### src/common/isp_pkg.sv
package isp_pkg;
    // ==========================================================
    // addresses and bytes
    localparam logic [6:0] SLV_ADDR_RST  = 7'h42;
    localparam logic [6:0] EE_ADDR       = 7'h50;
    localparam logic [7:0] EE_WORD       = 8'h00;
    localparam logic [7:0] EE_READ_BYTE  = 8'hFF;
    localparam logic [7:0] FILLER        = 8'hFF;
    localparam logic       RW_WRITE      = 1'b0;
    localparam logic       RW_READ       = 1'b1;
    localparam logic [3:0] BYTE_BITS     = 4'h8;
    // probe byte sequence positions
    localparam logic [1:0] IDX_WR_ADDR   = 2'h0;
    localparam logic [1:0] IDX_RESTART   = 2'h1;
    localparam logic [1:0] IDX_READ      = 2'h3;
    // ==========================================================
    // timing
    localparam int  CLK_NS          = 10;
    localparam int  BIT_NS          = 10000;
    localparam int  QTR_CYC         = (BIT_NS + 4 * CLK_NS - 1)
                                      / (4 * CLK_NS);
    localparam int  QTR_W           = 9;
    localparam real POLL_IDLE_S     = 1.5;
    localparam int  POLL_IDLE_CYC   = int'(POLL_IDLE_S * 1.0e9 / CLK_NS);
    localparam int  PROBE_LIMIT_MS  = 250;
    localparam int  PROBE_LIMIT_CYC = PROBE_LIMIT_MS * 1000000 / CLK_NS;
    localparam int  CNT_W           = 28;
    // ==========================================================
    // state machines
    typedef enum logic [6:0] {
        S_IDLE     = 7'h01,
        S_ADDR     = 7'h02,
        S_ADDR_ACK = 7'h04,
        S_RX       = 7'h08,
        S_RX_ACK   = 7'h10,
        S_TX       = 7'h20,
        S_TX_ACK   = 7'h40
    } isp_slv_e;
    typedef enum logic [4:0] {
        M_IDLE  = 5'h01,
        M_START = 5'h02,
        M_BIT   = 5'h04,
        M_STOP  = 5'h08,
        M_DONE  = 5'h10
    } isp_mst_e;
endpackage

### src/common/isp_sync_if.sv
`timescale 1ns/1ps
interface isp_sync_if #(parameter int W = 3);
    logic [W-1:0] raw;
    logic [W-1:0] sync;
    modport syncer (input raw, output sync);
    modport user   (output raw, input sync);
endinterface

### src/hdl/isp_sync.sv
`timescale 1ns/1ps
module isp_sync (
    // clock and reset
    input  wire logic core_clk,
    input  wire logic rstn,
    // pins in, synchronised levels out
    isp_sync_if.syncer port
);
    // ==========================================================
    // two flops per line; lines idle high on the bus
    logic [$bits(port.raw)-1:0] meta_q;
    logic [$bits(port.raw)-1:0] stable_q;

    always_ff @(posedge core_clk or negedge rstn) begin
        if (!rstn) begin
            meta_q   <= '1;
            stable_q <= '1;
        end else begin
            meta_q   <= port.raw;
            stable_q <= meta_q;
        end
    end

    assign port.sync = stable_q;
endmodule

### src/hdl/isp_stream_port.sv
`timescale 1ns/1ps
// Rules for this block, its host and the bus
// answer as slave at 7-bit address 0x42 until reconfigured
// slave address is replaced by the port configuration update
// first byte is address shifted left with read/write in bit 0
// as slave never start a transfer; the master alone clocks
// at start-up write then read EEPROM at 0xA0; ack means master
// probe only once per start-up; role then fixed
// host read with nothing pending returns 0xFF per byte
// output is a continuous stream; host drops non-message bytes
// after 1.5 s with no poll, stop loading the output buffer
// standard mode, 7-bit addressing, at most 100 kbit/s
// only pull lines low or release; never drive high
// configuration EEPROM sits at 0b1010000, 4 kB
// host EEPROM must not use address 0xA0
// EEPROM interrogation finishes within 250 ms of start-up
// flash variants never probe and stay slave
// host waits 250 ms after start-up before addressing us; the bench host waits only until probeDone
// no EEPROM master scheme with other bus contenders
// unacknowledged probe releases bus and stays slave
// pending bytes go out in order, then the filler again
module isp_stream_port #(
    parameter int POLL_CYC  = isp_pkg::POLL_IDLE_CYC,
    parameter int PROBE_CYC = isp_pkg::PROBE_LIMIT_CYC
) (
    // clock and reset
    input  wire logic       core_clk,
    input  wire logic       rstn,
    // two-wire pins, open drain
    input  wire logic       sclIn,
    output      logic       sclOut,
    output      logic       sclOe,
    input  wire logic       sdaIn,
    output      logic       sdaOut,
    output      logic       sdaOe,
    // start-up strap, high on ROM variants
    input  wire logic       romStrap,
    // port_config_message address update
    input  wire logic       cfgAddrLoad,
    input  wire logic [6:0] cfgAddr,
    // output stream
    input  wire logic       txValid,
    input  wire logic [7:0] txData,
    output      logic       txPop,
    output      logic       loadHold,
    // role status
    output      logic       probeDone,
    output      logic       masterRole
);
    import isp_pkg::*;

    // ==========================================================
    // pin sampling and bus events
    isp_sync_if #(.W(3)) pinIf ();
    logic sclS, sdaS, strapS;
    logic sclPrev_q, sdaPrev_q;
    logic sclRise, sclFall, startSeen, stopSeen;

    assign pinIf.raw = {romStrap, sdaIn, sclIn};
    isp_sync u_sync (
        .core_clk (core_clk),
        .rstn     (rstn),
        .port     (pinIf.syncer)
    );
    assign sclS   = pinIf.sync[0];
    assign sdaS   = pinIf.sync[1];
    assign strapS = pinIf.sync[2];

    always_ff @(posedge core_clk or negedge rstn) begin
        if (!rstn) begin
            sclPrev_q <= 1'b1;
            sdaPrev_q <= 1'b1;
        end else begin
            sclPrev_q <= sclS;
            sdaPrev_q <= sdaS;
        end
    end
    assign sclRise   = sclS & ~sclPrev_q;
    assign sclFall   = ~sclS & sclPrev_q;
    assign startSeen = sclS & sclPrev_q & sdaPrev_q & ~sdaS;
    assign stopSeen  = sclS & sclPrev_q & ~sdaPrev_q & sdaS;

    // ==========================================================
    // start-up probe master
    isp_mst_e           mState_q, mState_d;
    logic [1:0]         mPhase_q, mPhase_d, mIdx_q, mIdx_d;
    logic [QTR_W-1:0]   mTick_q, mTick_d;
    logic [3:0]         mBit_q, mBit_d;
    logic [8:0]         mShift_q, mShift_d;
    logic               mAckOk_q, mAckOk_d;
    logic               mSclLow_q, mSclLow_d, mSdaLow_q, mSdaLow_d;
    logic               role_q, role_d, done_q, done_d;
    logic [CNT_W-1:0]   wdog_q, wdog_d;
    logic               qEnd, probing;

    function automatic logic [7:0] probeByte(input logic [1:0] idx);
        case (idx)
            2'h0:    probeByte = {EE_ADDR, RW_WRITE};
            2'h1:    probeByte = EE_WORD;
            2'h2:    probeByte = {EE_ADDR, RW_READ};
            default: probeByte = EE_READ_BYTE;
        endcase
    endfunction

    // quarter-bit tick keeps our own clock at the standard-mode rate
    assign qEnd    = mTick_q == QTR_W'(QTR_CYC - 1);
    assign probing = mState_q inside {M_START, M_BIT, M_STOP};

    always_comb begin
        mState_d  = mState_q;
        mPhase_d  = mPhase_q;
        mIdx_d    = mIdx_q;
        mBit_d    = mBit_q;
        mShift_d  = mShift_q;
        mAckOk_d  = mAckOk_q;
        mSclLow_d = mSclLow_q;
        mSdaLow_d = mSdaLow_q;
        role_d    = role_q;
        done_d    = done_q;
        mTick_d   = qEnd ? '0 : mTick_q + 1'b1;
        wdog_d    = probing ? wdog_q + 1'b1 : wdog_q;
        if (probing && wdog_q == CNT_W'(PROBE_CYC - 1)) begin
            mState_d  = M_DONE;
            mSclLow_d = 1'b0;
            mSdaLow_d = 1'b0;
            role_d    = 1'b0;
            done_d    = 1'b1;
        end else if (qEnd) begin
            mPhase_d = mPhase_q + 2'h1;
            case (mState_q)
                M_IDLE: begin
                    mPhase_d = 2'h0;
                    // strap is read once, well after reset release
                    if (strapS) begin
                        mState_d = M_START;
                        mIdx_d   = IDX_WR_ADDR;
                        mAckOk_d = 1'b1;
                    end else begin
                        mState_d = M_DONE;
                        done_d   = 1'b1;
                    end
                end
                M_START: begin
                    case (mPhase_q)
                        2'h0: mSdaLow_d = 1'b0;
                        2'h1: mSclLow_d = 1'b0;
                        2'h2: mSdaLow_d = 1'b1;
                        default: begin
                            mSclLow_d = 1'b1;
                            mState_d  = M_BIT;
                            mBit_d    = 4'h0;
                            mShift_d  = {probeByte(mIdx_q), 1'b1};
                        end
                    endcase
                end
                M_BIT: begin
                    case (mPhase_q)
                        2'h0: mSdaLow_d = ~mShift_q[8];
                        2'h1: mSclLow_d = 1'b0;
                        2'h2: begin
                            if (mBit_q == BYTE_BITS && mIdx_q != IDX_READ
                                && sdaS) begin
                                mAckOk_d = 1'b0;
                            end
                        end
                        default: begin
                            mSclLow_d = 1'b1;
                            mShift_d  = {mShift_q[7:0], 1'b1};
                            mBit_d    = mBit_q + 4'h1;
                            if (mBit_q == BYTE_BITS) begin
                                mIdx_d = mIdx_q + 2'h1;
                                mBit_d = 4'h0;
                                if (!mAckOk_q || mIdx_q == IDX_READ) begin
                                    mState_d = M_STOP;
                                end else if (mIdx_q == IDX_RESTART) begin
                                    mState_d = M_START;
                                end else begin
                                    mShift_d = {probeByte(mIdx_d), 1'b1};
                                end
                            end
                        end
                    endcase
                end
                M_STOP: begin
                    case (mPhase_q)
                        2'h0: mSdaLow_d = 1'b1;
                        2'h1: mSclLow_d = 1'b0;
                        2'h2: mSdaLow_d = 1'b0;
                        default: begin
                            mState_d = M_DONE;
                            done_d   = 1'b1;
                            role_d   = mAckOk_q;
                        end
                    endcase
                end
                M_DONE: mPhase_d = mPhase_q;
                default: mState_d = M_DONE;
            endcase
        end
    end

    always_ff @(posedge core_clk or negedge rstn) begin
        if (!rstn) begin
            mState_q  <= M_IDLE;
            mPhase_q  <= 2'h0;
            mIdx_q    <= 2'h0;
            mTick_q   <= '0;
            mBit_q    <= 4'h0;
            mShift_q  <= 9'h1FF;
            mAckOk_q  <= 1'b0;
            mSclLow_q <= 1'b0;
            mSdaLow_q <= 1'b0;
            role_q    <= 1'b0;
            done_q    <= 1'b0;
            wdog_q    <= '0;
        end else begin
            mState_q  <= mState_d;
            mPhase_q  <= mPhase_d;
            mIdx_q    <= mIdx_d;
            mTick_q   <= mTick_d;
            mBit_q    <= mBit_d;
            mShift_q  <= mShift_d;
            mAckOk_q  <= mAckOk_d;
            mSclLow_q <= mSclLow_d;
            mSdaLow_q <= mSdaLow_d;
            role_q    <= role_d;
            done_q    <= done_d;
            wdog_q    <= wdog_d;
        end
    end

    // ==========================================================
    // slave engine; it never touches scl, so no rate of its own
    isp_slv_e   sState_q, sState_d;
    logic [3:0] sBit_q, sBit_d;
    logic [7:0] sShift_q, sShift_d, nextByte;
    logic       sRead_q, sRead_d, sNack_q, sNack_d;
    logic       sSdaLow_q, sSdaLow_d;
    logic       slvEn, doLoad, popNow, pollNow;
    logic [6:0] slaveAddr_q, slaveAddr_d;

    assign slvEn    = (mState_q == M_DONE) && !role_q;
    assign nextByte = txValid ? txData : FILLER;

    always_comb begin
        sState_d  = sState_q;
        sBit_d    = sBit_q;
        sShift_d  = sShift_q;
        sRead_d   = sRead_q;
        sNack_d   = sNack_q;
        sSdaLow_d = sSdaLow_q;
        doLoad    = 1'b0;
        popNow    = 1'b0;
        pollNow   = 1'b0;
        if (!slvEn) begin
            sState_d  = S_IDLE;
            sSdaLow_d = 1'b0;
        end else if (startSeen) begin
            sState_d  = S_ADDR;
            sBit_d    = 4'h0;
            sSdaLow_d = 1'b0;
        end else if (stopSeen) begin
            sState_d  = S_IDLE;
            sSdaLow_d = 1'b0;
        end else begin
            case (sState_q)
                S_ADDR, S_RX: begin
                    if (sclRise) begin
                        sShift_d = {sShift_q[6:0], sdaS};
                        sBit_d   = sBit_q + 4'h1;
                    end
                    if (sclFall && sBit_q == BYTE_BITS) begin
                        sSdaLow_d = 1'b1;
                        if (sState_q == S_RX) begin
                            sState_d = S_RX_ACK;
                        end else if (sShift_q[7:1] == slaveAddr_q) begin
                            sState_d = S_ADDR_ACK;
                            sRead_d  = sShift_q[0];
                            pollNow  = sShift_q[0];
                        end else begin
                            sSdaLow_d = 1'b0;
                            sState_d  = S_IDLE;
                        end
                    end
                end
                S_ADDR_ACK, S_RX_ACK: begin
                    if (sclFall) begin
                        if (sState_q == S_ADDR_ACK && sRead_q) begin
                            doLoad = 1'b1;
                        end else begin
                            sSdaLow_d = 1'b0;
                            sBit_d    = 4'h0;
                            sState_d  = S_RX;
                        end
                    end
                end
                S_TX: begin
                    if (sclFall) begin
                        if (sBit_q == BYTE_BITS) begin
                            sSdaLow_d = 1'b0;
                            sState_d  = S_TX_ACK;
                        end else begin
                            sSdaLow_d = ~sShift_q[6];
                            sShift_d  = {sShift_q[6:0], 1'b0};
                            sBit_d    = sBit_q + 4'h1;
                        end
                    end
                end
                S_TX_ACK: begin
                    if (sclRise) begin
                        sNack_d = sdaS;
                    end
                    if (sclFall) begin
                        if (sNack_q) begin
                            sState_d = S_IDLE;
                        end else begin
                            doLoad = 1'b1;
                        end
                    end
                end
                S_IDLE: sBit_d = 4'h0;
                default: sState_d = S_IDLE;
            endcase
            if (doLoad) begin
                sShift_d  = nextByte;
                sSdaLow_d = ~nextByte[7];
                sBit_d    = 4'h1;
                sState_d  = S_TX;
                popNow    = txValid;
            end
        end
    end

    always_ff @(posedge core_clk or negedge rstn) begin
        if (!rstn) begin
            sState_q  <= S_IDLE;
            sBit_q    <= 4'h0;
            sShift_q  <= 8'h00;
            sRead_q   <= 1'b0;
            sNack_q   <= 1'b0;
            sSdaLow_q <= 1'b0;
        end else begin
            sState_q  <= sState_d;
            sBit_q    <= sBit_d;
            sShift_q  <= sShift_d;
            sRead_q   <= sRead_d;
            sNack_q   <= sNack_d;
            sSdaLow_q <= sSdaLow_d;
        end
    end

    // ==========================================================
    // address, poll watchdog and stream handshake
    logic [CNT_W-1:0] idleCnt_q, idleCnt_d;
    logic             hold_q, hold_d, pop_q, pop_d, idleHit;

    assign idleHit = idleCnt_q == CNT_W'(POLL_CYC - 1);

    always_comb begin
        slaveAddr_d = cfgAddrLoad ? cfgAddr : slaveAddr_q;
        idleCnt_d   = idleCnt_q;
        if (pollNow) begin
            idleCnt_d = '0;
        end else if (slvEn && !hold_q && !idleHit) begin
            idleCnt_d = idleCnt_q + 1'b1;
        end
        // a timeout landing on a poll cycle still sets the hold;
        // the count sits at its end while held, or at zero if set on a poll, so only a fresh hit sets
        hold_d = (idleHit & ~hold_q) | (hold_q & ~pollNow);
        pop_d  = popNow;
    end

    always_ff @(posedge core_clk or negedge rstn) begin
        if (!rstn) begin
            slaveAddr_q <= SLV_ADDR_RST;
            idleCnt_q   <= '0;
            hold_q      <= 1'b0;
            pop_q       <= 1'b0;
        end else begin
            slaveAddr_q <= slaveAddr_d;
            idleCnt_q   <= idleCnt_d;
            hold_q      <= hold_d;
            pop_q       <= pop_d;
        end
    end

    // ==========================================================
    // pin drivers: enables only, the driven level is always low
    logic sclOe_q, sdaOe_q, zero_q;

    always_ff @(posedge core_clk or negedge rstn) begin
        if (!rstn) begin
            sclOe_q <= 1'b0;
            sdaOe_q <= 1'b0;
            zero_q  <= 1'b0;
        end else begin
            sclOe_q <= mSclLow_d;
            sdaOe_q <= mSdaLow_d | sSdaLow_d;
            zero_q  <= 1'b0;
        end
    end

    assign sclOut     = zero_q;
    assign sdaOut     = zero_q;
    assign sclOe      = sclOe_q;
    assign sdaOe      = sdaOe_q;
    assign txPop      = pop_q;
    assign loadHold   = hold_q;
    assign probeDone  = done_q;
    assign masterRole = role_q;
endmodule

### config.mk
export PLATFORM = sky130hd
export DESIGN_NAME = isp_stream_port
export DESIGN_NICKNAME = d
export VERILOG_FILES = /design/src/common/isp_pkg.sv /design/src/common/isp_sync_if.sv /design/src/hdl/isp_sync.sv /design/src/hdl/isp_stream_port.sv
export SDC_FILE = /design/constraint.sdc
export NUM_CORES = 1
export LEC_CHECK = 0
export ABC_AREA = 1
export BUFFER_PORTS_ARGS = -buffer_cell sky130_fd_sc_hd__buf_2
export CORE_MARGIN = 2
export CORE_UTILIZATION = 50
export DETAILED_ROUTE_END_ITERATION = 8
export HOLD_SLACK_MARGIN = 0.06
export PLACE_DENSITY = 0.76
export SYNTH_ARGS = -nofsm -noshare
export SYNTH_HDL_FRONTEND = slang
export SYNTH_SLANG_ARGS = --single-unit
### constraint.sdc
create_clock -name core_clk -period 5.4 [get_ports core_clk]
set_input_delay 1.08 -clock core_clk [delete_from_list [all_inputs] [get_ports core_clk]]
set_output_delay 1.08 -clock core_clk [all_outputs]
set_load 0.05 [all_outputs]
# Word-level counts from Yosys, hierarchy flattened
# Index checks and enable logic that the tools add are counted.
dict set report word_totals {
  register_bits 132
  latch_bits 0
  ram_bits 0
  romBits 0
  out_inout_bits 8
  memories 0
}
dict set report classes {
  n_addsub 7
  n_mul 0
  div_mod_pow 0
  n_lt_le_gt_ge 0
  eq_ne 59
  shift 0
  n_mux 114
  bitwise_logic 25
  reduce_logical 44
}
# operator count
set ops {}
lappend ops {{7-bit 2-to-1 mux} 11}
lappend ops {{28-bit by 1-bit adder with 28-bit output (second input constant)} 2}
lappend ops {{28-bit 2-to-1 mux} 2}
lappend ops {{9-bit 2-to-1 mux} 6}
lappend ops {{5-bit 2-to-1 mux} 10}
lappend ops {{8-bit case mux with 3 select lines} 2}
lappend ops {{1-bit 2-to-1 mux} 46}
lappend ops {{4-bit 2-to-1 mux} 11}
lappend ops {{6-bit != test (second input constant)} 7}
lappend ops {{8-bit 2-to-1 mux} 5}
lappend ops {{7-bit case mux with 5 select lines} 1}
lappend ops {{28-bit by 25-bit == test with 1-bit output (second input constant)} 1}
lappend ops {{28-bit == test (second input constant)} 1}
lappend ops {{5-bit case mux with 5 select lines} 1}
lappend ops {{7-bit AND reduction} 3}
lappend ops {{4-bit != test (second input constant)} 5}
lappend ops {{9-bit case mux with 2 select lines} 1}
lappend ops {{4-bit case mux with 4 select lines} 1}
lappend ops {{8-bit case mux with 2 select lines} 1}
lappend ops {{8-bit AND reduction} 2}
lappend ops {{1-bit NOT} 14}
lappend ops {{1-bit case mux with 2 select lines} 7}
lappend ops {{3-bit by 2-bit != test with 1-bit output (second input constant)} 4}
lappend ops {{3-bit != test (second input constant)} 4}
lappend ops {{other kinds (45)} 101}

# Longest topological paths before layout
dict set report logic_depth {
  word_depth 13
  ltp_mapped 13
}

# Hierarchy
# From an unflattened synthesis, not the netlist that was laid out.
dict set report hier_totals {
  cells_unflattened 1091
  area_unflattened_um2 7942.6
}
# mod instances cells_each area_per_inst_um2 seq_area_each_um2
set modules_own_cells {}
lappend modules_own_cells {isp_stream_port 1 1085 7785.0 3145.5}
lappend modules_own_cells {isp_sync 1 6 157.7 157.7}

# Worst setup path after synthesis
# No wires, ideal clock.
dict set report synth_path {
  kind {register to output}
  from {register role_q (netlist: masterRole)}
  to {output masterRole}
  arrival_time_ps 734
  t_required_ps 4320
  setup_slack_ps 3586
  path_stages_with_launch 1
  n_path_buf 0
  cell_sequence {dfrtp_1}
}
# item line_no
set synth_rtl {}
lappend synth_rtl {{start, declared} isp_stream_port.sv:92} ;# logic role_q, role_d, done_q, done_d;
lappend synth_rtl {{start signal, assigned} isp_stream_port.sv:226} ;# role_q <= role_d;
lappend synth_rtl {{end, declared} isp_stream_port.sv:48} ;# output logic masterRole
# No word-level cell between the ends.

# Worst setup path after layout
dict set report layout_path {
  from {register u_sync.stable_q[1] (netlist: u_sync.port.sync[1])}
  to {register idleCnt_q[5]}
}
dict set report layout_via {
  elab_chain_cells 5
  elab_cells_between_ends 8
}
# item line_no
set layout_rtl {}
lappend layout_rtl {{start, declared} isp_sync.sv:12} ;# logic [$bits(port.raw)-1:0] stable_q;
lappend layout_rtl {{start signal, assigned} isp_sync.sv:20} ;# stable_q <= meta_q;
lappend layout_rtl {{1-bit AND / 1-bit NOT (equally long branches)} {isp_stream_port.sv:81, isp_stream_port.sv:80}}
lappend layout_rtl {{1-bit 2-to-1 mux / 1-bit AND (equally long branches)} {isp_stream_port.sv:262, isp_stream_port.sv:80}}
lappend layout_rtl {{1-bit 2-to-1 mux *} isp_stream_port.sv:258} ;# end else if (startSeen) begin
lappend layout_rtl {{1-bit 2-to-1 mux *} isp_stream_port.sv:255} ;# if (!slvEn) begin
lappend layout_rtl {{28-bit 2-to-1 mux / 2-bit nonzero test (equally long branches)} n/a}
lappend layout_rtl {{end signal, assigned} isp_stream_port.sv:381} ;# idleCnt_q <= idleCnt_d;
lappend layout_rtl {{end, declared} isp_stream_port.sv:354} ;# logic [CNT_W-1:0] idleCnt_q, idleCnt_d;
# Every way passes the cells marked *; elsewhere a longest branch is shown, timed or not.
# A chain may end at the register's enable or synchronous reset.

==> impl_metrics.toml <==
[status]
run_status = "finished, final reports clean"

[sta]
achievable-frequency_mhz = 402
setup_viol = 0
timing.clock.skew_ns = 0.00821
total_negative_slack_for_setup_checks_ns = 0
report.final.hold_viol_count = 0
final_period_minus_worst_setup_slack_ns = 2.49
worst_max_slew_pin_slew_ns = 0.842
rsz0062_at_grt = "no"
slew-limit-headroom_pct = 43.7
slew_violations = 0
period_share_pct = 46.1

[synthesis]
synth-async-reset-ratio_pct = 100
synthesis.yosys.warnings = 0
netlist-cell-type-count = 49
synth-edff-count = 0
yosys_register_bits = 131
synth_top_flop_cell = "dfrtp_1"
mappedNetlistArea_um2 = 7950
synth_seq_area_share_pct = 41.5
synth_cells = 1065
synth.avg_cell_area_um2 = 7.47

[clock_network]
clock_path_buffers = 2
postCtsSetupBuffers = 0
cts.sinks = 131
cts.htree.levels = 4
clk_pin_slew_worst_paths_ns = 0.06
root_driver = "clkbuf_16"
cts_hold_buf = 0
worst_skew_pair.late_latency_ns = 0.43
post_cts.resized_instances = 0
cts_buffers = 17
cts_tree = "built"

[place]
dp.final_hpwl_mm = 12.9
place.gp.congestion = 0.888
portBuffers = 27

[floorplan]
starting_density_pct = 50.6
io_pins = 30
num_rows = 46
floorplan.die_area_um2 = 16900
placeableCoreArea_um2 = 15700
height_of_the_chip_um = 130
die_w_um = 130

[pwr]
cell_internal_pwr_mw = 1.80
vdd_drop_max_uv = 247
total_power_mw = 2.31
netSwitchingPower_uw = 504
power.switching_fraction_pct = 21.9
power_frac_seq_pct = 43.4
power_frac_clock_pct = 54.4
cellLeakagePower_nw = 4.17
combinationalPowerShare_pct = 2.2
powerDensity_nw_per_um2 = 258

[routing]
remaining_drc_errors = 0
dr.first_iter.drc_count = 562
drtAntennaViolNets = 0
num_vias = 7041
viasPerCell = 5.31
detail_route.wl_per_cell_um = 13.5
drt-pass1-iter-count = 6
wl_mm = 17.9

[final_layout]
antenna_cells = 0
drive_above_1_share_pct = 11.8
area.growth.synth_to_final_pct = 12.3
layout.nets = 1137

[worst_setup_path]
worstSetupEndpointType = "flop"
path_class = "flop to flop"
worstSetupStartpoint = "u_sync.port.sync[1]"
critical_path_peak_fanout = 21
critical_path_arrival_ns = 2.80
timing.reg2reg.setup_slack_ns = 2.91
critPathRequiredTime_ns = 5.71
worstSetupStartpointType = "flop"
rr_startpoint = "u_sync.port.sync[1]"

[global_route]
globalRouteOverflowTotal = 0
grt_antenna_before_repair = 0
grt_use_total_pct = 22.4
grt_pass1_wl_mm = 30.3
grt_max_degree = 79
first_global_vias = 6581

[run]
cap_viol_max_count = 0

[worst_hold_path]
holdCritStartpoint = "u_sync.meta_q[2]"
hold_class = "flop to flop"
## cell families (layout without fill, tap and decap cells)
logic type	count (synthesis)	count (layout)	synth area share, %
flops	131	131	41.5
buf+inv	173	218	8.51
other cells	1	2	0.0472
compound gates	119	119	8.24
xor+xnor	37	37	4.08
mux	8	8	1.12
fa+ha+maj	17	17	2.67
simple gates	579	579	33.8
## cell usage in the layout (no fill, tap or decap), types with 3 or more instances in the layout
master / n
nand2_1: 260
inv_1: 150
nor2_1: 121
dfrtp_1: 111
nand3_1: 77
o21ai_0: 71
nor3_1: 33
nand4_1: 29
xor2_1: 28
buf_2: 26
a21oi_1: 21
dfstp_2: 20
ha_1: 17
clkbuf_16: 17
nor4_1: 11
nand3b_1: 10
xnor2_1: 9
nor2_2: 8
o21ai_1: 8
a31oi_1: 7
mux2_2: 7
inv_2: 6
clkinv_4: 5
nand3_2: 4
nand2_2: 4
o211ai_1: 4
bufinv_16: 4
nor2_4: 3
nor3_4: 3
nand2_4: 3
or2_2: 3
inv_6: 3
## state kept, by name, indices dropped and copies added, names as in the netlist, 3 cells and up
name              flops
idleCnt_q            28
mTick_q               9
sBit_q                4
sShift_q              8
u_sync.meta_q         3
mBit_q                4
mShift_q              8
slaveAddr_q           7
mState_q              5
sState_q              7
wdog_q               28
u_sync.port.sync      3
## power by group through the flow
| stage | registers (mW) | clock network (mW) | logic [mW] |
|---|---|---|---|
| floorplan | 1.02 | 0 | 0.0221 |
| global placement | 1.02 | 0 | 0.0522 |
| detailed placement | 1.02 | 0 | 0.0528 |
| CTS | 1.00 | 1.27 | 0.0529 |
| global route | 1.00 | 1.31 | 0.0592 |
| finish | 1.00 | 1.25 | 0.0511 |
## synth_stat cells (all sizes together) (5+ instances only)
cell	count	area share, %
dfrtp	111	35
ha	17	2.7
a31oi	8	0.82
nor3	38	2.9
xnor2	9	0.99
nor2	134	7.3
nand2	267	13
a21oi	21	1.3
xor2	28	3.1
dfstp	20	6.6
nand3	82	5.6
o211ai	5	0.53
buf	11	0.87
nand3b	10	0.94
inv	156	7.4
mux2	7	0.99
nor4	11	0.87
nand4	31	2.7
o21ai	80	5.1
## layout make-up
type / count / area [um2]
clock buffer: 18 / 439
fill: 1424 / 6780
timing repair buffer: 28 / 149
inverter: 158 / 593
clock inverter: 14 / 203
multi-input combinational: 762 / 3980
tap: 216 / 270
sequential: 131 / 3300
## path summary, 6_finish.rpt
path	endpoint	cells past startpoint
hold reg to reg	u_sync.port.sync[2]	0
max in group asynchronous	wdog_q[25]	2
setup reg to reg	idleCnt_q[5]	6
min in group asynchronous	slaveAddr_q[0]	1
hold / removal	u_sync.port.sync[2]	0
setup / recovery	idleCnt_q[5]	6
## layer usage
metal	global-route usage (%)	up-vias	routed length, um
met4	9.11	0	405
met2	36.6	198	8560
met5	0	-	0
met1	29.5	3288	8070
met3	4.14	52	827
li1	-	3503	-
## metrics by stage
| stage | std cells | setup WS [ns] | hold slack [ns] | cell area (um2) | util (%) |
|---|---|---|---|---|---|
| final | 1327 | 2.91 | 0.356 | 8930 | 56.9 |
| after global routing | 1327 | 2.69 | 0.361 | 8930 | 56.9 |
| after CTS | 1327 | 2.87 | 0.356 | 8930 | 56.9 |
| after detailed placement | 1295 | 2.91 | 0.348 | 8290 | 52.8 |
| after global placement | 1295 | 2.94 | 0.346 | 8290 | 52.8 |
| after floorplan | 1066 | 3.59 | 0.345 | 7960 | - |
## critical path, cell delays in order (launching register included)
cell	delay [ns]
dfstp_2	0.57
inv_1	0.06
nand3_1	0.25
inv_1	0.19
nor2_8	0.19
nand4_1	0.68
and3_1	0.43
(Power assumes the default switching activity.)
